==> src/els_top.sv <==
// Constants package and register bank top for the E1 startup and LOS block
package els_pkg;
    // Register byte offsets
    localparam logic [11:0] OFS_CTRL = 12'h000;
    localparam logic [11:0] OFS_LOS_DET = 12'h004;
    localparam logic [11:0] OFS_LOS_REC = 12'h008;
    localparam logic [11:0] OFS_STATUS = 12'h00c;
    localparam logic [11:0] OFS_INT_STAT = 12'h010;
    localparam logic [11:0] OFS_INT_MASK = 12'h014;
    localparam logic [11:0] OFS_TX_FIFO = 12'h018;
    localparam logic [11:0] OFS_HOST_CMD = 12'h01c;
    localparam logic [11:0] OFS_CNT_LATCH = 12'h020;
    localparam logic [11:0] OFS_CNT_VALUE = 12'h024;
    localparam logic [11:0] OFS_MCLK_BASE = 12'h040;
    localparam logic [11:0] OFS_SIG_BASE = 12'h080;
    localparam int MCLK_REGS = 8;
    localparam int SIG_REGS = 16;
    // Control register fields
    localparam int CTRL_STD_BIT = 0;
    localparam int CTRL_DIGITAL_BIT = 1;
    localparam int CTRL_DUAL_RAIL_BIT = 2;
    localparam int CTRL_PRECODE_BIT = 3;
    localparam int CTRL_TXC_LSB = 4;
    localparam int CTRL_RXC_LSB = 6;
    localparam int CTRL_WIDTH = 8;
    // Line code encodings
    localparam logic [1:0] CODE_NRZ = 2'h0;
    localparam logic [1:0] CODE_CMI = 2'h1;
    localparam logic [1:0] CODE_AMI = 2'h2;
    localparam logic [1:0] CODE_HDB3 = 2'h3;
    // Status and interrupt bits
    localparam int ST_LOS_BIT = 0;
    localparam int ST_CODE_ERR_BIT = 1;
    localparam int INT_LOS_SET_BIT = 0;
    localparam int INT_LOS_CLR_BIT = 1;
    localparam int INT_WIDTH = 2;
    // Reset values and LOS scaling
    localparam logic [7:0] LOS_COUNT_RST = 8'h00;
    localparam logic [7:0] CTRL_RST = 8'h00;
    localparam logic [7:0] MCLK_RST = 8'h00;
    localparam logic [INT_WIDTH-1:0] INT_MASK_RST = 2'h0;
    localparam int LOS_DET_SHIFT = 4;
    localparam int LOS_CNT_W = 13;
    localparam int EVT_CNT_W = 16;

    // Line configuration handed to the line side
    typedef struct packed {
        logic t1_mode;
        logic digital_if;
        logic dual_rail_select;
        logic cmi_precode;
        logic [1:0] tx_code;
        logic [1:0] rx_code;
    } els_cfg_t;

    // Host write strobe towards the datapath
    typedef struct packed {
        logic valid;
        logic [3:0] index;
        logic [7:0] data;
    } els_wr_t;
endpackage

`timescale 1ns/1ps
module els_top
    import els_pkg::*;
(
    input wire logic pclk,
    input wire logic presetn,
    input wire logic psel,
    input wire logic penable,
    input wire logic pwrite,
    input wire logic [11:0] paddr,
    input wire logic [31:0] pwdata,
    output logic [31:0] prdata,
    output logic pready,
    output logic pslverr,
    input wire logic line_bit_clk,
    input wire logic line_bit,
    output els_cfg_t line_cfg,
    output logic los,
    output logic irq,
    output els_wr_t tx_fifo_wr,
    output els_wr_t sig_wr,
    output els_wr_t cmd_wr
);
    // Word hit at a base plus a word index
    function automatic logic hit(input logic [11:0] a, input logic [11:0] base, input int n);
        hit = (a[11:2] >= base[11:2]) && ({22'h0, a[11:2]} < ({22'h0, base[11:2]} + n));
    endfunction

    logic [7:0] ctrl_q, ctrl_d;
    logic [7:0] det_q, det_d;
    logic [7:0] rec_q, rec_d;
    logic [7:0] mclk_q [MCLK_REGS];
    logic [7:0] mclk_d [MCLK_REGS];
    logic [INT_WIDTH-1:0] ist_q, ist_d;
    logic [INT_WIDTH-1:0] imask_q, imask_d;
    logic [EVT_CNT_W-1:0] evt_q, evt_d;
    logic [EVT_CNT_W-1:0] latch_q, latch_d;
    logic [31:0] rdata_q, rdata_d;
    els_wr_t fifo_q, fifo_d, sig_q, sig_d, cmd_q, cmd_d;
    els_cfg_t cfg_q, cfg_d;
    logic [2:0] clk_sync_q, clk_sync_d;
    logic [1:0] bit_sync_q, bit_sync_d;
    logic wr_en, rd_setup, los_set, los_clr, los_state, code_err;
    logic [3:0] mclk_idx, sig_idx;

    assign wr_en = psel && penable && pwrite;
    assign rd_setup = psel && !penable && !pwrite;
    assign mclk_idx = 4'((paddr - OFS_MCLK_BASE) >> 2);
    assign sig_idx = 4'((paddr - OFS_SIG_BASE) >> 2);

    // Zero wait state slave, no error response
    assign pready = 1'b1;
    assign pslverr = 1'b0;
    assign prdata = rdata_q;

    // Line pin synchronisers and bit clock edge
    always_comb
    begin
        clk_sync_d = {clk_sync_q[1:0], line_bit_clk};
        bit_sync_d = {bit_sync_q[0], line_bit};
    end

    always_ff @(posedge pclk or negedge presetn)
    begin
        if (!presetn)
        begin
            clk_sync_q <= 3'h0;
            bit_sync_q <= 2'h0;
        end
        else
        begin
            clk_sync_q <= clk_sync_d;
            bit_sync_q <= bit_sync_d;
        end
    end

    // LOS detector running on recovered bit clock edges
    els_los_det #(
        .CNT_W(LOS_CNT_W)
    ) u_los (
        .pclk(pclk),
        .presetn(presetn),
        .bit_en(clk_sync_q[1] && !clk_sync_q[2]),
        .bit_val(bit_sync_q[1]),
        .detect_count(det_q),
        .recover_count(rec_q),
        .los(los_state),
        .los_set(los_set),
        .los_clr(los_clr)
    );

    // Analog side accepts only AMI and HDB3
    assign code_err = !ctrl_q[CTRL_DIGITAL_BIT] &&
        (!ctrl_q[CTRL_TXC_LSB+1] || !ctrl_q[CTRL_RXC_LSB+1]);

    // Configuration registers and write-only strobes
    always_comb
    begin
        ctrl_d = ctrl_q;
        det_d = det_q;
        rec_d = rec_q;
        imask_d = imask_q;
        mclk_d = mclk_q;
        fifo_d = '0;
        sig_d = '0;
        cmd_d = '0;
        if (wr_en)
        begin
            if (paddr == OFS_CTRL)
                ctrl_d = pwdata[CTRL_WIDTH-1:0];
            if (paddr == OFS_LOS_DET)
                det_d = pwdata[7:0];
            if (paddr == OFS_LOS_REC)
                rec_d = pwdata[7:0];
            if (paddr == OFS_INT_MASK)
                imask_d = pwdata[INT_WIDTH-1:0];
            if (hit(paddr, OFS_MCLK_BASE, MCLK_REGS))
                mclk_d[mclk_idx[2:0]] = pwdata[7:0];
            if (paddr == OFS_TX_FIFO)
                fifo_d = '{valid: 1'b1, index: 4'h0, data: pwdata[7:0]};
            if (hit(paddr, OFS_SIG_BASE, SIG_REGS))
                sig_d = '{valid: 1'b1, index: sig_idx, data: pwdata[7:0]};
            if (paddr == OFS_HOST_CMD)
                cmd_d = '{valid: 1'b1, index: 4'h0, data: pwdata[7:0]};
        end
    end

    always_ff @(posedge pclk or negedge presetn)
    begin
        if (!presetn)
        begin
            ctrl_q <= CTRL_RST;
            det_q <= LOS_COUNT_RST;
            rec_q <= LOS_COUNT_RST;
            imask_q <= INT_MASK_RST;
            for (int i = 0; i < MCLK_REGS; i++)
                mclk_q[i] <= MCLK_RST;
            fifo_q <= '0;
            sig_q <= '0;
            cmd_q <= '0;
        end
        else
        begin
            ctrl_q <= ctrl_d;
            det_q <= det_d;
            rec_q <= rec_d;
            imask_q <= imask_d;
            mclk_q <= mclk_d;
            fifo_q <= fifo_d;
            sig_q <= sig_d;
            cmd_q <= cmd_d;
        end
    end

    // Sticky events, LOS event counter and its latch
    always_comb
    begin
        ist_d = ist_q;
        evt_d = evt_q;
        latch_d = latch_q;
        if (wr_en && paddr == OFS_INT_STAT)
            ist_d = ist_q & ~pwdata[INT_WIDTH-1:0];
        // Set wins over a simultaneous clear
        if (los_set)
            ist_d[INT_LOS_SET_BIT] = 1'b1;
        if (los_clr)
            ist_d[INT_LOS_CLR_BIT] = 1'b1;
        if (wr_en && paddr == OFS_CNT_LATCH)
        begin
            latch_d = evt_q;
            evt_d = '0;
        end
        if (los_set)
            evt_d = evt_d + 1'b1;
    end

    always_ff @(posedge pclk or negedge presetn)
    begin
        if (!presetn)
        begin
            ist_q <= '0;
            evt_q <= '0;
            latch_q <= '0;
        end
        else
        begin
            ist_q <= ist_d;
            evt_q <= evt_d;
            latch_q <= latch_d;
        end
    end

    // Read data captured in the setup phase
    always_comb
    begin
        rdata_d = rdata_q;
        if (rd_setup)
        begin
            rdata_d = 32'h0; // Unused and write-only addresses read zero
            if (paddr == OFS_CTRL)
                rdata_d[CTRL_WIDTH-1:0] = ctrl_q;
            if (paddr == OFS_LOS_DET)
                rdata_d[7:0] = det_q;
            if (paddr == OFS_LOS_REC)
                rdata_d[7:0] = rec_q;
            if (paddr == OFS_STATUS)
            begin
                rdata_d[ST_LOS_BIT] = los_state;
                rdata_d[ST_CODE_ERR_BIT] = code_err;
            end
            if (paddr == OFS_INT_STAT)
                rdata_d[INT_WIDTH-1:0] = ist_q;
            if (paddr == OFS_INT_MASK)
                rdata_d[INT_WIDTH-1:0] = imask_q;
            if (paddr == OFS_CNT_VALUE)
                rdata_d[EVT_CNT_W-1:0] = latch_q;
            if (hit(paddr, OFS_MCLK_BASE, MCLK_REGS))
                rdata_d[7:0] = mclk_q[mclk_idx[2:0]];
        end
    end

    always_ff @(posedge pclk or negedge presetn)
    begin
        if (!presetn)
            rdata_q <= 32'h0;
        else
            rdata_q <= rdata_d;
    end

    // Registered line configuration outputs
    always_comb
    begin
        cfg_d.t1_mode = ctrl_q[CTRL_STD_BIT];
        cfg_d.digital_if = ctrl_q[CTRL_DIGITAL_BIT];
        cfg_d.dual_rail_select = ctrl_q[CTRL_DUAL_RAIL_BIT];
        cfg_d.cmi_precode = ctrl_q[CTRL_PRECODE_BIT];
        cfg_d.tx_code = ctrl_q[CTRL_TXC_LSB +: 2];
        cfg_d.rx_code = ctrl_q[CTRL_RXC_LSB +: 2];
        // Analog interface falls back to HDB3 on an illegal code
        if (!ctrl_q[CTRL_DIGITAL_BIT])
        begin
            if (!ctrl_q[CTRL_TXC_LSB+1])
                cfg_d.tx_code = CODE_HDB3;
            if (!ctrl_q[CTRL_RXC_LSB+1])
                cfg_d.rx_code = CODE_HDB3;
            cfg_d.cmi_precode = 1'b0;
        end
    end

    always_ff @(posedge pclk or negedge presetn)
    begin
        if (!presetn)
            cfg_q <= '0;
        else
            cfg_q <= cfg_d;
    end

    assign line_cfg = cfg_q;
    assign los = los_state;
    assign irq = |(ist_q & imask_q);
    assign tx_fifo_wr = fifo_q;
    assign sig_wr = sig_q;
    assign cmd_wr = cmd_q;
endmodule

==> src/els_los_det.sv <==
// Loss-of-signal detection and recovery counter
`timescale 1ns/1ps
module els_los_det
    import els_pkg::*;
#(
    parameter int CNT_W = 13
)
(
    input wire logic pclk,
    input wire logic presetn,
    input wire logic bit_en,
    input wire logic bit_val,
    input wire logic [7:0] detect_count,
    input wire logic [7:0] recover_count,
    output logic los,
    output logic los_set,
    output logic los_clr
);
    logic [CNT_W-1:0] zero_q, zero_d, win_q, win_d, ones_q, ones_d;
    logic [CNT_W-1:0] det_thr, rec_thr;
    logic los_q, los_d, set_q, set_d, clr_q, clr_d;

    // Interval is (count+1)*16 bits, recovery needs count+1 ones
    assign det_thr = (CNT_W'(detect_count) + CNT_W'(1)) << LOS_DET_SHIFT;
    assign rec_thr = CNT_W'(recover_count) + CNT_W'(1);

    // Zero run, recovery window and ones counting
    always_comb
    begin
        zero_d = zero_q;
        win_d = win_q;
        ones_d = ones_q;
        los_d = los_q;
        set_d = 1'b0;
        clr_d = 1'b0;
        if (bit_en)
        begin
            if (bit_val)
                zero_d = '0;
            else if (zero_q != det_thr)
                zero_d = zero_q + 1'b1;
            if (!los_q && !bit_val && (zero_q + 1'b1 == det_thr))
            begin
                los_d = 1'b1;
                set_d = 1'b1;
                win_d = '0;
                ones_d = '0;
            end
            else if (los_q)
            begin
                ones_d = ones_q + CNT_W'(bit_val);
                win_d = win_q + 1'b1;
                if (ones_d >= rec_thr)
                begin
                    los_d = 1'b0;
                    clr_d = 1'b1;
                    zero_d = '0;
                end
                if (win_d == det_thr || !los_d)
                begin
                    win_d = '0;
                    ones_d = '0;
                end
            end
        end
    end

    always_ff @(posedge pclk or negedge presetn)
    begin
        if (!presetn)
        begin
            zero_q <= '0;
            win_q <= '0;
            ones_q <= '0;
            los_q <= 1'b0;
            set_q <= 1'b0;
            clr_q <= 1'b0;
        end
        else
        begin
            zero_q <= zero_d;
            win_q <= win_d;
            ones_q <= ones_d;
            los_q <= los_d;
            set_q <= set_d;
            clr_q <= clr_d;
        end
    end

    assign los = los_q;
    assign los_set = set_q;
    assign los_clr = clr_q;
endmodule

==> config.mk <==
export PLATFORM = sky130hd
export DESIGN_NAME = els_top
export DESIGN_NICKNAME = d
export VERILOG_FILES = /design/src/els_top.sv /design/src/els_los_det.sv
export SDC_FILE = /design/constraint.sdc
export NUM_CORES = 1
export LEC_CHECK = 0
export ABC_AREA = 0
export BUFFER_PORTS_ARGS = -buffer_cell sky130_fd_sc_hd__buf_2
export CORE_MARGIN = 4
export CORE_UTILIZATION = 63
export CTS_CLUSTER_DIAMETER = 30
export DETAILED_ROUTE_END_ITERATION = 10
export PLACE_DENSITY = 0.83
export SYNTH_ARGS = -nofsm -noshare
export SYNTH_HDL_FRONTEND = slang
export SYNTH_SLANG_ARGS = --single-unit
==> constraint.sdc <==
create_clock -name pclk -period 8.1 [get_ports pclk]
set_input_delay 2.025 -clock pclk [delete_from_list [all_inputs] [get_ports pclk]]
set_output_delay 2.025 -clock pclk [all_outputs]
set_load 0.05 [all_outputs]
==> results of run 1 <==
[metrics by stage]
step / setup slack [ns] / std cells / instance area [um2] / hold slack, ns
floorplan: 3.75 / 1045 / 11400 / 0.331
global placement: 2.79 / 1283 / 11700 / 0.332
detailed placement: 2.71 / 1283 / 11700 / 0.336
CTS: 3.19 / 1360 / 13300 / 0.349
global route: 2.72 / 1361 / 13300 / 0.358
finish: 3.12 / 1361 / 13300 / 0.347
[Yosys cell counts (all sizes together), types with 4 or more instances]
library cell | number | area (um2)
a211oi | 5 | 37.5
a21o | 8 | 60.1
a21oi | 21 | 105
a221o | 11 | 110
a222oi | 6 | 60.1
a22o | 17 | 149
and2 | 37 | 234
and3 | 19 | 119
buf | 47 | 315
clkbuf | 29 | 113
dfrtp | 226 | 5660
ha | 19 | 238
inv | 17 | 63.8
mux2 | 92 | 1070
mux2i | 12 | 120
mux4 | 16 | 360
nand2 | 138 | 518
nand2b | 8 | 50.1
nand3 | 31 | 160
nand4 | 12 | 75.1
nor2 | 53 | 204
nor2b | 4 | 25.0
nor3 | 22 | 115
nor3b | 7 | 75.1
nor4 | 10 | 90.1
nor4b | 4 | 41.3
o21ai | 45 | 225
o21bai | 4 | 30.0
or3 | 10 | 67.6
xnor2 | 36 | 315
xor2 | 23 | 201
[registers in the layout, summed over array words and instances, names as in the netlist]
name,cells
u_los.ones_q,13
latch_q,16
cmd_wr,9
u_los.los_clr,1
evt_q,16
prdata,16
ctrl_q,8
u_los.los,1
u_los.los_set,1
line_cfg,8
imask_q,2
mclk_q,64
u_los.zero_q,13
sig_wr,13
u_los.win_q,13
rec_q,8
clk_sync_q,3
tx_fifo_wr,9
bit_sync_q,2
ist_q,2
det_q,8
[critical path, stage by stage]
cell     delay (ns)
buf_2          0.10
buf_4          0.27
nor4_1         0.75
nand3_1        0.81
and2_1         0.46
ha_1           0.22
nand4_1        0.14
nor2_1         0.14
and3_1         0.21
xnor2_1        0.15
nor2_1         0.06
[layer usage]
layer | routed length (um) | track usage, % | share of wire [%]
met4 | 852 | 9.80 | 3.1
met1 | 11200 | 36.1 | 41
met3 | 1510 | 6.01 | 5.6
met5 | 0 | 0 | 0
met2 | 13500 | 45.5 | 50
[logic make-up (layout without fill, tap and decap cells)]
logic type                 after synthesis  count (layout)
muxes                                  120             120
AOI/OAI and AO/OA                      134             134
and+or+nand+nor                        366             366
other                                    2              27
buffers and inverters                   93             183
DFF                                    226             226
xor gates and xnor gates                61              61
adders and majority gates               19              19
[report_power, final]
group | total [mW] | internal [mW] | switching, mW
Sequential | 1.15 | 1.14 | 0.0102
Combinational | 0.110 | 0.0227 | 0.0877
Clock | 1.90 | 1.29 | 0.607
Total | 3.16 | 2.46 | 0.705
[worst paths after layout]
kind | from | to | cells after the start
setup / recovery | paddr[2] | evt_q[10] | 11
hold / removal | bit_sync_q[0] | bit_sync_q[1] | 0
setup reg to reg | bit_sync_q[1] | u_los.win_q[10] | 13
hold reg to reg | bit_sync_q[0] | bit_sync_q[1] | 0
max in group asynchronous | presetn | mclk_q[20] | 2
min in group asynchronous | presetn | u_los.ones_q[5] | 1
[cell type report]
| cell class | instances | area share [%] |
|---|---|---|
| Clock buffer | 52 | 8.59 |
| Antenna cell | 1 | 0.0189 |
| Inverter | 17 | 0.481 |
| Clock inverter | 25 | 3.06 |
| Timing Repair Buffer | 89 | 3.55 |
| Multi-Input combinational cell | 726 | 39.6 |
| Tap cell | 225 | 2.12 |
| Sequential cell | 226 | 42.6 |
==> key figures, run 1 <==
Layout
  – Final core occ: between 70% and 80%
  – Fin nets: around 1,200
  – Filler cell count: around 1,100
  – P&R area growth vs syn: 17.4%
  – Multi-input gate area: between 5000 and 6000 um2
  – Reg area: about 5700 um2
  – Ratio of cells with drive above 1 in the final layout: 25.1%
  – Commonest cells after routing, fill and taps aside: dfrtp_1 (226), nand2_1 (138), mux2_2 (84)
  – Commonest non-fill, non-tap cell in the layout: dfrtp_1

Die
  – Io pins: roughly 130
  – Die W: 142 um
  – Die height: about 140 um
  – Initial Utilization: 64.9%
  – Die area: 20,200 um2
  – Core area: ~17,000 um2
  – Site row count: 48

Clocking
  – Resized Gates After CTS: 0
  – Worst skew pair latency: ~0.54 ns
  – Max clock buf depth: 3
  – Post-CTS Setup Inserts: 0
  – Worst-path clk slew: roughly 0.05 ns
  – CTS Sinks: about 230
  – Clock buffer count from CTS: 42
  – CTS tree: done
  – CTS root buffer: clkbuf_16
  – # hold bufs at CTS: 0
  – H-tree depth: 2

Timing
  – Fmax: roughly 0.20 GHz
  – Slew Limit Fails: 0
  – Worst-Margin Slew: 1.09 ns
  – Setup TNS Final: 0 ns
  – Max-Slew Margin vs Limit: 26.8%
  – Fin crit share: 61.4%
  – Final Hold Fails: 0
  – Clock skew: ~0.028 ns
  – # setup viols final: 0
  – RSZ-0062 raised after global routing: no
  – Post-route minimum period: about 5 ns

Global route
  – First-pass GRT wire length: 43,800 um
  – Vias in the first global route: around 8,300
  – GRT overflow: 0
  – Largest net degree at the start of global routing: 91
  – Initial antenna violation count: 1
  – Global Route Usage Sum: between 20% and 30%

Setup path
  – CP Capture Type: register
  – Setup Crit Path Kind: input port to register
  – Worst-path maximum fanout: 29
  – Critical path arrival: ~5.3 ns
  – R2r setup slk: ~3.5 ns
  – CP Data Required Time: 8.47 ns
  – Worst Setup Start Kind: input port

Route
  – Vias: a little over 8,000
  – Vias per inst: between 6 and 7
  – DRC: 0
  – Routed WL: approximately 27,000 um
  – Detailed Route Iter0 Violations: approximately 680
  – DR WL/cell: 19.9 um
  – First-pass iteration count of the detailed router: 6
  – Post-route ant nets: 0

Synthesis
  – FF+latch count, synth: 226
  – Sequential-to-total area share from yosys stat: between 50% and 60%
  – Cell variety after synth: 69
  – Synth Warn #: 0
  – Largest family of logic cells by synthesized area: simple AND/OR/NAND/NOR gates
  – Cells after synthesis: between 1,000 and 1,500
  – Compound-Gate Fraction of Synth Area: approximately 8.3%
  – Post-synthesis mux area share: between 10% and 20%
  – Avg Synthesized Cell Area: roughly 11 um2
  – Adder-cell share of the synthesized area: 2.10%
  – Simple-gate area share of the yosys netlist: 16.5%
  – Xor/xnor share of the synthesized area: between 4 and 5%
  – Ys flop type: dfrtp_1
  – Syn Std Cell Area: about 11,000 um2
  – Post-synth EDFFs: 0
  – Post-synth ARST share: 100%

Place
  – Number of port buffers: between 80 and 90
  – GPL Wtd Cong: roughly 0.9
  – Post-DP HPWL: 16,600 um

Power and ir drop
  – Pleak: between 6 and 7 nW
  – Pwr per Cell Area: between 200 and 250 nW/um2
  – Total power: ~3.2 mW
  – Peak supply drop: about 0.00024 V

Hold path
  – Tightest Hold Check Type: register to register

Outcome
  – Outcome: finished clean

Flow run
  – Max_cap viols: 0
(Power assumes the default switching activity.)
==> inputs of run 2 (changes only) <==
--- a/config.mk
+++ b/config.mk
@@ -8,10 +8,10 @@
 export ABC_AREA = 0
 export BUFFER_PORTS_ARGS = -buffer_cell sky130_fd_sc_hd__buf_2
 export CORE_MARGIN = 4
-export CORE_UTILIZATION = 63
+export CORE_UTILIZATION = 59
 export CTS_CLUSTER_DIAMETER = 30
 export DETAILED_ROUTE_END_ITERATION = 10
-export PLACE_DENSITY = 0.83
+export PLACE_DENSITY = 0.79
 export SYNTH_ARGS = -nofsm -noshare
 export SYNTH_HDL_FRONTEND = slang
 export SYNTH_SLANG_ARGS = --single-unit
==> constraint.sdc (replaced) <==
create_clock -name pclk -period 4.9 [get_ports pclk]
set_input_delay 1.225 -clock pclk [delete_from_list [all_inputs] [get_ports pclk]]
set_output_delay 1.225 -clock pclk [all_outputs]
set_load 0.05 [all_outputs]
==> key figures, run 2 (synthesis results as in run 1) <==
Hold path
  – Tightest Hold Check Type: register to register

Clocking
  – Worst skew pair latency: 0.55 ns (about the same)
  – Resized Gates After CTS: 0 (unchanged)
  – CTS tree: done
  – Worst-path clk slew: 0.04 ns (about the same)
  – Max clock buf depth: 3 (unchanged)
  – Clock buffer count from CTS: 46 (+9.5%)
  – H-tree depth: 2 (unchanged)
  – CTS Sinks: 226 (unchanged)
  – Post-CTS Setup Inserts: 0 (unchanged)
  – # hold bufs at CTS: 0 (unchanged)
  – CTS root buffer: clkbuf_16

Layout
  – Top reg by flops: mclk_q
  – N_diodes: 0 (-1)
  – P&R area growth vs syn: 18.2%
  – Ratio of cells with drive above 1 in the final layout: 25.3% (+0.18 points)
  – Number of flip-flops in the largest register: 64 (unchanged)
  – Fin nets: 1,178 (+0.51%)
  – Commonest non-fill, non-tap cell in the layout: dfrtp_1
  – Multi-input gate area: 5250 um2 (unchanged)
  – Commonest cells after routing, fill and taps aside: dfrtp_1 (226), nand2_1 (138), mux2_2 (84)
  – Reg area: 5660 um2 (unchanged)
  – Filler cell count: 1,292 (+22%)
  – Cell area after layout: 13,400 um2 (+0.70%)

Setup path
  – Worst reg2reg startpoint: u_los.ones_q[0]
  – CP Capture Type: register
  – CP Data Required Time: 5.35 ns (-3.12 ns)
  – Worst R2R End: u_los.ones_q[8]
  – R2r setup slk: 0.94 ns (-2.56 ns)
  – Setup Crit Path Kind: register to register
  – Worst-path maximum fanout: 13 (-55%)
  – Critical path arrival: 4.42 ns (-0.92 ns)
  – Critical Path Start: u_los.ones_q[0]
  – Setup crit end: u_los.ones_q[8]
  – Worst Setup Start Kind: register
  – Reg2Reg Depth: 14 (+1)

Place
  – Dpl ws: 1.02 ns (-1.70 ns)
  – Post-DP HPWL: 16,500 um (-0.57%)
  – Number of port buffers: 83 (unchanged)
  – GPL Wtd Cong: 0.872 (-5.3%)
  – Dpl cell area: 11,800 um2 (+0.33%)

Timing
  – Slew Limit Fails: 0 (unchanged)
  – # setup viols final: 0 (unchanged)
  – Post-route setup slack: 0.936 ns (-2.19 ns)
  – Post-route minimum period: a little under 4 ns
  – Final Hold Fails: 0 (unchanged)
  – Hold Slack: 0.351 ns (+0.00410 ns)
  – Max-Slew Margin vs Limit: 27.5% (+0.68 points)
  – Setup TNS Final: 0 ns (unchanged)
  – Worst-Margin Slew: 1.09 ns (-0.00347 ns)
  – RSZ-0062 raised after global routing: no
  – Fmax: ~0.25 GHz
  – Fin crit share: between 80% and 90%
  – Clock skew: 0.0352 ns (+0.00709 ns)

Global route
  – Largest net degree at the start of global routing: 123 (+35%)
  – GRT overflow: 0 (unchanged)
  – Initial antenna violation count: 0 (-1)
  – First-pass GRT wire length: 43,000 um (-1.6%)
  – Global Route Usage Sum: 24.7% (-2.7 points)
  – Vias in the first global route: 8,207 (-0.73%)

Route
  – First-pass iteration count of the detailed router: 5 (-1)
  – DRC: 0 (unchanged)
  – Routed WL: 26,300 um (-3.1%)
  – Detailed Route Iter0 Violations: 513 (-25%)
  – Post-route ant nets: 0 (unchanged)
  – Vias: 8,118 (-0.92%)
  – DR WL/cell: 19.1 um (-3.9%)
  – Vias per inst: 5.91 (-1.8%)

Die
  – Die height: 146 um (+3.1%)
  – Initial Utilization: 60.2% (-4.7 points)
  – Die area: 21,400 um2 (+6.4%)
  – Die W: 146 um (+3.1%)
  – Site row count: 50 (+4.2%)
  – Core area: 18,800 um2 (+7.8%)
  – Io pins: 134 (unchanged)

Flow run
  – Max_cap viols: 0 (unchanged)

Power and ir drop
  – Total power: 5.29 mW (+67%)
  – Pwr per Cell Area: 396 nW/um2 (+66%)
  – Peak supply drop: 0.000391 V (+66%)
  – Pleak: 6.54 nW (+0.57%)

Outcome
  – Outcome: finished clean
## run 2: where the power goes
| part | leakage, nW | internal [mW] | switching, mW |
|---|---|---|---|
| logic | 2.68 | 0.0380 | 0.146 |
| registers | 3.10 | 1.88 | 0.0164 |
| clock network | 0.758 | 2.21 | 0.992 |
## run 2: metrics by stage
| step | util, % | instances |
|---|---|---|
| finish | 71.2 | 1373 |
| global route | 71.2 | 1373 |
| CTS | 71.2 | 1373 |
| detailed placement | 62.7 | 1294 |
| global placement | 62.7 | 1294 |
| floorplan | - | 1045 |
## run 2: area by class of cell
| type | count | area share [%] |
|---|---|---|
| flip-flops and latches | 226 | 42.3 |
| multi-input cells | 726 | 39.3 |
| clock buffers | 58 | 9.33 |
| repair buffers | 91 | 3.73 |
| clock inverters | 21 | 2.67 |
| well taps | 234 | 2.19 |
| inverters | 17 | 0.478 |
## run 2: worst min-delay path by stage
stage	cells after the start	startpoint	to
after floorplan	0	bit_sync_q[0]	bit_sync_q[1]
after CTS	0	clk_sync_q[0]	clk_sync_q[1]
after global placement	0	clk_sync_q[0]	clk_sync_q[1]
final	0	clk_sync_q[0]	clk_sync_q[1]
after detailed placement	0	clk_sync_q[0]	clk_sync_q[1]
after global routing	0	clk_sync_q[0]	clk_sync_q[1]
## run 2: critical path, stage by stage, from the launching register on
cell      delay [ns]
dfrtp_1         0.38
ha_1            0.20
ha_1            0.23
nand3_1         0.14
or3_1           0.46
xnor2_1         0.16
ha_1            0.32
o211ai_1        0.09
a21oi_1         0.09
nor4_4          0.47
nand3_1         0.17
buf_4           0.24
nor2_1          0.45
buf_4           0.31
a221o_1         0.17
## run 2: layer usage
layer | track usage (%) | vias to the layer above | wire, um
met4 | 9.17 | 0 | 819
met3 | 4.25 | 71 | 1290
li1 | - | 3733 | -
met1 | 32.7 | 4082 | 11100
met2 | 41.3 | 232 | 13100
met5 | 0 | - | 0
==> inputs of run 3 (changes only) <==
--- a/config.mk
+++ b/config.mk
@@ -5,13 +5,13 @@
 export SDC_FILE = /design/constraint.sdc
 export NUM_CORES = 1
 export LEC_CHECK = 0
-export ABC_AREA = 0
+export ABC_AREA = 1
 export BUFFER_PORTS_ARGS = -buffer_cell sky130_fd_sc_hd__buf_2
 export CORE_MARGIN = 4
-export CORE_UTILIZATION = 59
+export CORE_UTILIZATION = 53
 export CTS_CLUSTER_DIAMETER = 30
 export DETAILED_ROUTE_END_ITERATION = 10
-export PLACE_DENSITY = 0.79
+export PLACE_DENSITY = 0.74
 export SYNTH_ARGS = -nofsm -noshare
 export SYNTH_HDL_FRONTEND = slang
 export SYNTH_SLANG_ARGS = --single-unit
==> constraint.sdc (replaced) <==
create_clock -name pclk -period 3.5 [get_ports pclk]
set_input_delay 0.875 -clock pclk [delete_from_list [all_inputs] [get_ports pclk]]
set_output_delay 0.875 -clock pclk [all_outputs]
set_load 0.05 [all_outputs]
==> key figures, run 3 <==
Timing
  – Post-route minimum period: 3.19 ns (-0.770 ns)
  – Hold Slack: 0.319 ns (-0.0313 ns)
  – Post-route setup slack: 0.306 ns (-0.630 ns)
  – Max-Slew Margin vs Limit: 58.2% (+31 points)
  – Worst-Margin Slew: 0.627 ns (-0.459 ns)
  – Fin crit share: 91.3% (+10 points)
  – Final Hold Fails: 0 (unchanged)
  – Fmax: 0.313 GHz (+24%)
  – Clock skew: 0.0365 ns (+0.00128 ns)
  – Slew Limit Fails: 0 (unchanged)
  – RSZ-0062 raised after global routing: no
  – # setup viols final: 0 (unchanged)
  – Setup TNS Final: 0 ns (unchanged)

Place
  – Post-DP HPWL: 20,500 um (+24%)
  – Number of port buffers: 83 (unchanged)
  – Dpl ws: 0.427 ns (-0.592 ns)
  – DP Cell Count: 1,827 (+41%)
  – GPL Wtd Cong: 0.887 (+1.7%)

Synthesis
  – Synth top area share: 48.7% (-1.3 points)
  – Cell variety after synth: 44 (-36%)
  – Post-synth ARST share: 100% (unchanged)
  – Top cell type by total area after synthesis: dfrtp_1
  – Synth area leaders: dfrtp_1 (49%), nand2_1 (15%), o21ai_0 (6.2%)
  – Count leader, synth: nand2_1
  – Sequential-to-total area share from yosys stat: 48.7% (-1.3 points)
  – Syn Std Cell Area: 11,600 um2 (+2.7%)
  – Ys flop type: dfrtp_1
  – Cells after synthesis: 1,492 (+46%)
  – Top cells by count, synth: nand2_1 (477), dfrtp_1 (226), nor2_1 (144), o21ai_0 (144), inv_1 (135)
  – Avg Synthesized Cell Area: 7.78 um2 (-30%)
  – Post-synth EDFFs: 0 (unchanged)
  – Synth Warn #: 0 (unchanged)
  – FF+latch count, synth: 226 (unchanged)

Layout
  – Final non-filler cell total: 1,912 (+39%)
  – Fin nets: 1,671 (+42%)
  – Commonest non-fill, non-tap cell in the layout: nand2_1
  – Filler cell count: 1,734 (+34%)
  – Number of flip-flops in the largest register: 64 (unchanged)
  – Commonest cells after routing, fill and taps aside: nand2_1 (477), dfrtp_1 (226), nor2_1 (144), o21ai_0 (144), inv_1 (135)
  – Top reg by flops: mclk_q
  – N_diodes: 0 (unchanged)
  – P&R area growth vs syn: 20.3%
  – Ratio of cells with drive above 1 in the final layout: 13.3% (-12 points)

Setup path
  – Critical path arrival: 3.64 ns (-0.78 ns)
  – Most used cell, CP: nand2_1
  – CP Data Required Time: 3.95 ns (-1.40 ns)
  – Crit path cell chain: ha_1 -> ha_1 -> nand2_1 -> nor2_1 -> buf_4 -> nand2_1 -> xnor2_1 -> ha_1 -> a21oi_1 -> o21ai_0 -> nor2_1 -> nand3_1 -> nand2_1 -> nand2_1 -> buf_4 -> inv_1 -> nand2_1 -> nand2_1
  – Setup Crit Path Kind: register to register
  – Worst Setup Start Kind: register
  – CP Capture Type: register
  – CP peak stage delay: 0.51 ns (+0.04 ns)
  – Worst-path maximum fanout: 7 (-6)
  – Slowest-stage cell, CP: dfrtp_1

Route
  – First-pass iteration count of the detailed router: 6 (+1)
  – DR WL/cell: 15.9 um (-17%)
  – Post-route ant nets: 0 (unchanged)
  – Vias per inst: 5.41 (-8.5%)
  – Routed WL: 30,400 um (+16%)
  – DRC: 0 (unchanged)
  – Vias: 10,300 (+27%)
  – Detailed Route Iter0 Violations: 839 (+64%)

Global route
  – Global Route Usage Sum: 25.2% (+0.54 points)
  – First-pass GRT wire length: 50,300 um (+17%)
  – Vias in the first global route: 10,100 (+23%)
  – Initial antenna violation count: 0 (unchanged)
  – Largest net degree at the start of global routing: 80 (-35%)
  – GRT overflow: 0 (unchanged)

Clocking
  – CTS Sinks: 226 (unchanged)
  – Worst-path clk slew: 0.05 ns (about the same)
  – Resized Gates After CTS: 0 (unchanged)
  – CTS tree: done
  – # hold bufs at CTS: 0 (unchanged)
  – Post-CTS Setup Inserts: 0 (unchanged)
  – CTS root buffer: clkbuf_16
  – Worst skew pair latency: 0.54 ns (about the same)
  – Clock buffer count from CTS: 47 (+2.2%)
  – H-tree depth: 2 (unchanged)
  – Max clock buf depth: 3 (unchanged)

Die
  – Die W: 156 um (+6.5%)
  – Core area: 21,300 um2 (+13%)
  – Site row count: 53 (+6.0%)
  – Initial Utilization: 54.5% (-5.7 points)
  – Die height: 156 um (+6.5%)
  – Io pins: 134 (unchanged)
  – Die area: 24,300 um2 (+13%)

Power and ir drop
  – Pwr per Cell Area: 538 nW/um2 (+36%)
  – Total power: 7.52 mW (+42%)
  – Peak supply drop: 0.000479 V (+22%)
  – Pleak: 6.84 nW (+4.7%)

Flow run
  – Max_cap viols: 0 (unchanged)

Outcome
  – Outcome: finished clean

Hold path
  – Tightest Hold Check Type: input port to asynchronous set/reset pin
run 3: changes by cell type after synthesis, moves of 15 or more:
cell	previous run	this run
mux4_2	16	0
nand4_1	12	43
and2_1	36	0
xnor2_1	36	13
inv_1	17	135
a22o_1	17	2
nand2_1	138	477
nor2_1	51	144
and3_1	19	0
mux2_2	84	0
o21ai_0	42	144
nand3_1	30	65
run 3: worst paths after layout:
kind                                from  slack [ns]               to  depth (start not counted)
setup / recovery           bit_sync_q[1]        0.31  u_los.zero_q[0]                         18
hold / removal                   presetn        0.32       cmd_wr[12]                          1
hold reg to reg            bit_sync_q[0]        0.32    bit_sync_q[1]                          0
max in group asynchronous        presetn        2.38       mclk_q[29]                          2
setup reg to reg           bit_sync_q[1]        0.31  u_los.zero_q[0]                         18
min in group pclk          bit_sync_q[0]        0.32    bit_sync_q[1]                          0
run 3: routing by layer:
layer  global-route usage (%)  vias to the layer above  share of wire (%)
met2                     42.4                      351                 49
met4                     9.59                        0                3.2
met5                        0                        -                  0
met1                     33.0                     4904                 42
li1                         -                     5011                  -
met3                     4.22                       75                6.2
run 3: worst max-delay path, delay by kind of cell (launching register included):
family / cells / cell delay, ns
adders and majority gates: 3 / 0.71
AOI/OAI and AO/OA: 2 / 0.21
buffers and inverters: 3 / 0.44
xor gates and xnor gates: 1 / 0.23
DFF: 1 / 0.51
and+or+nand+nor: 9 / 0.99
run 3: power by group:
part	internal, mW	switching (mW)
Sequential	2.64	0.0181
Combinational	0.0617	0.260
Clock	2.99	1.55
run 3: cell families after synthesis:
logic type / Yosys count / share of synthesized area [%]
simple gates: 772 / 27.6
flops: 226 / 48.7
compound gates: 223 / 10.9
buf+inv: 217 / 8.15
xor+xnor: 33 / 2.49
fa+ha+maj: 19 / 2.05
other cells: 2 / 0.0647
run 3: per-stage QoR:
stage          utilization, %  instance area [um2]
3_5_place_dp             57.8                12300
6_report                 65.6                14000
4_1_cts                  65.6                14000
3_3_place_gp             57.8                12300
2_1_floorplan               -                11700
5_1_grt                  65.6                14000
run 3: layout make-up:
type	count	area, um2	area share, %
Clock inverter	34	452	3.23
Multi-Input combinational cell	1073	5100	36.5
Inverter	140	526	3.76
Clock buffer	51	1200	8.60
Sequential cell	226	5660	40.5
Timing Repair Buffer	113	688	4.93
Tap cell	275	344	2.46
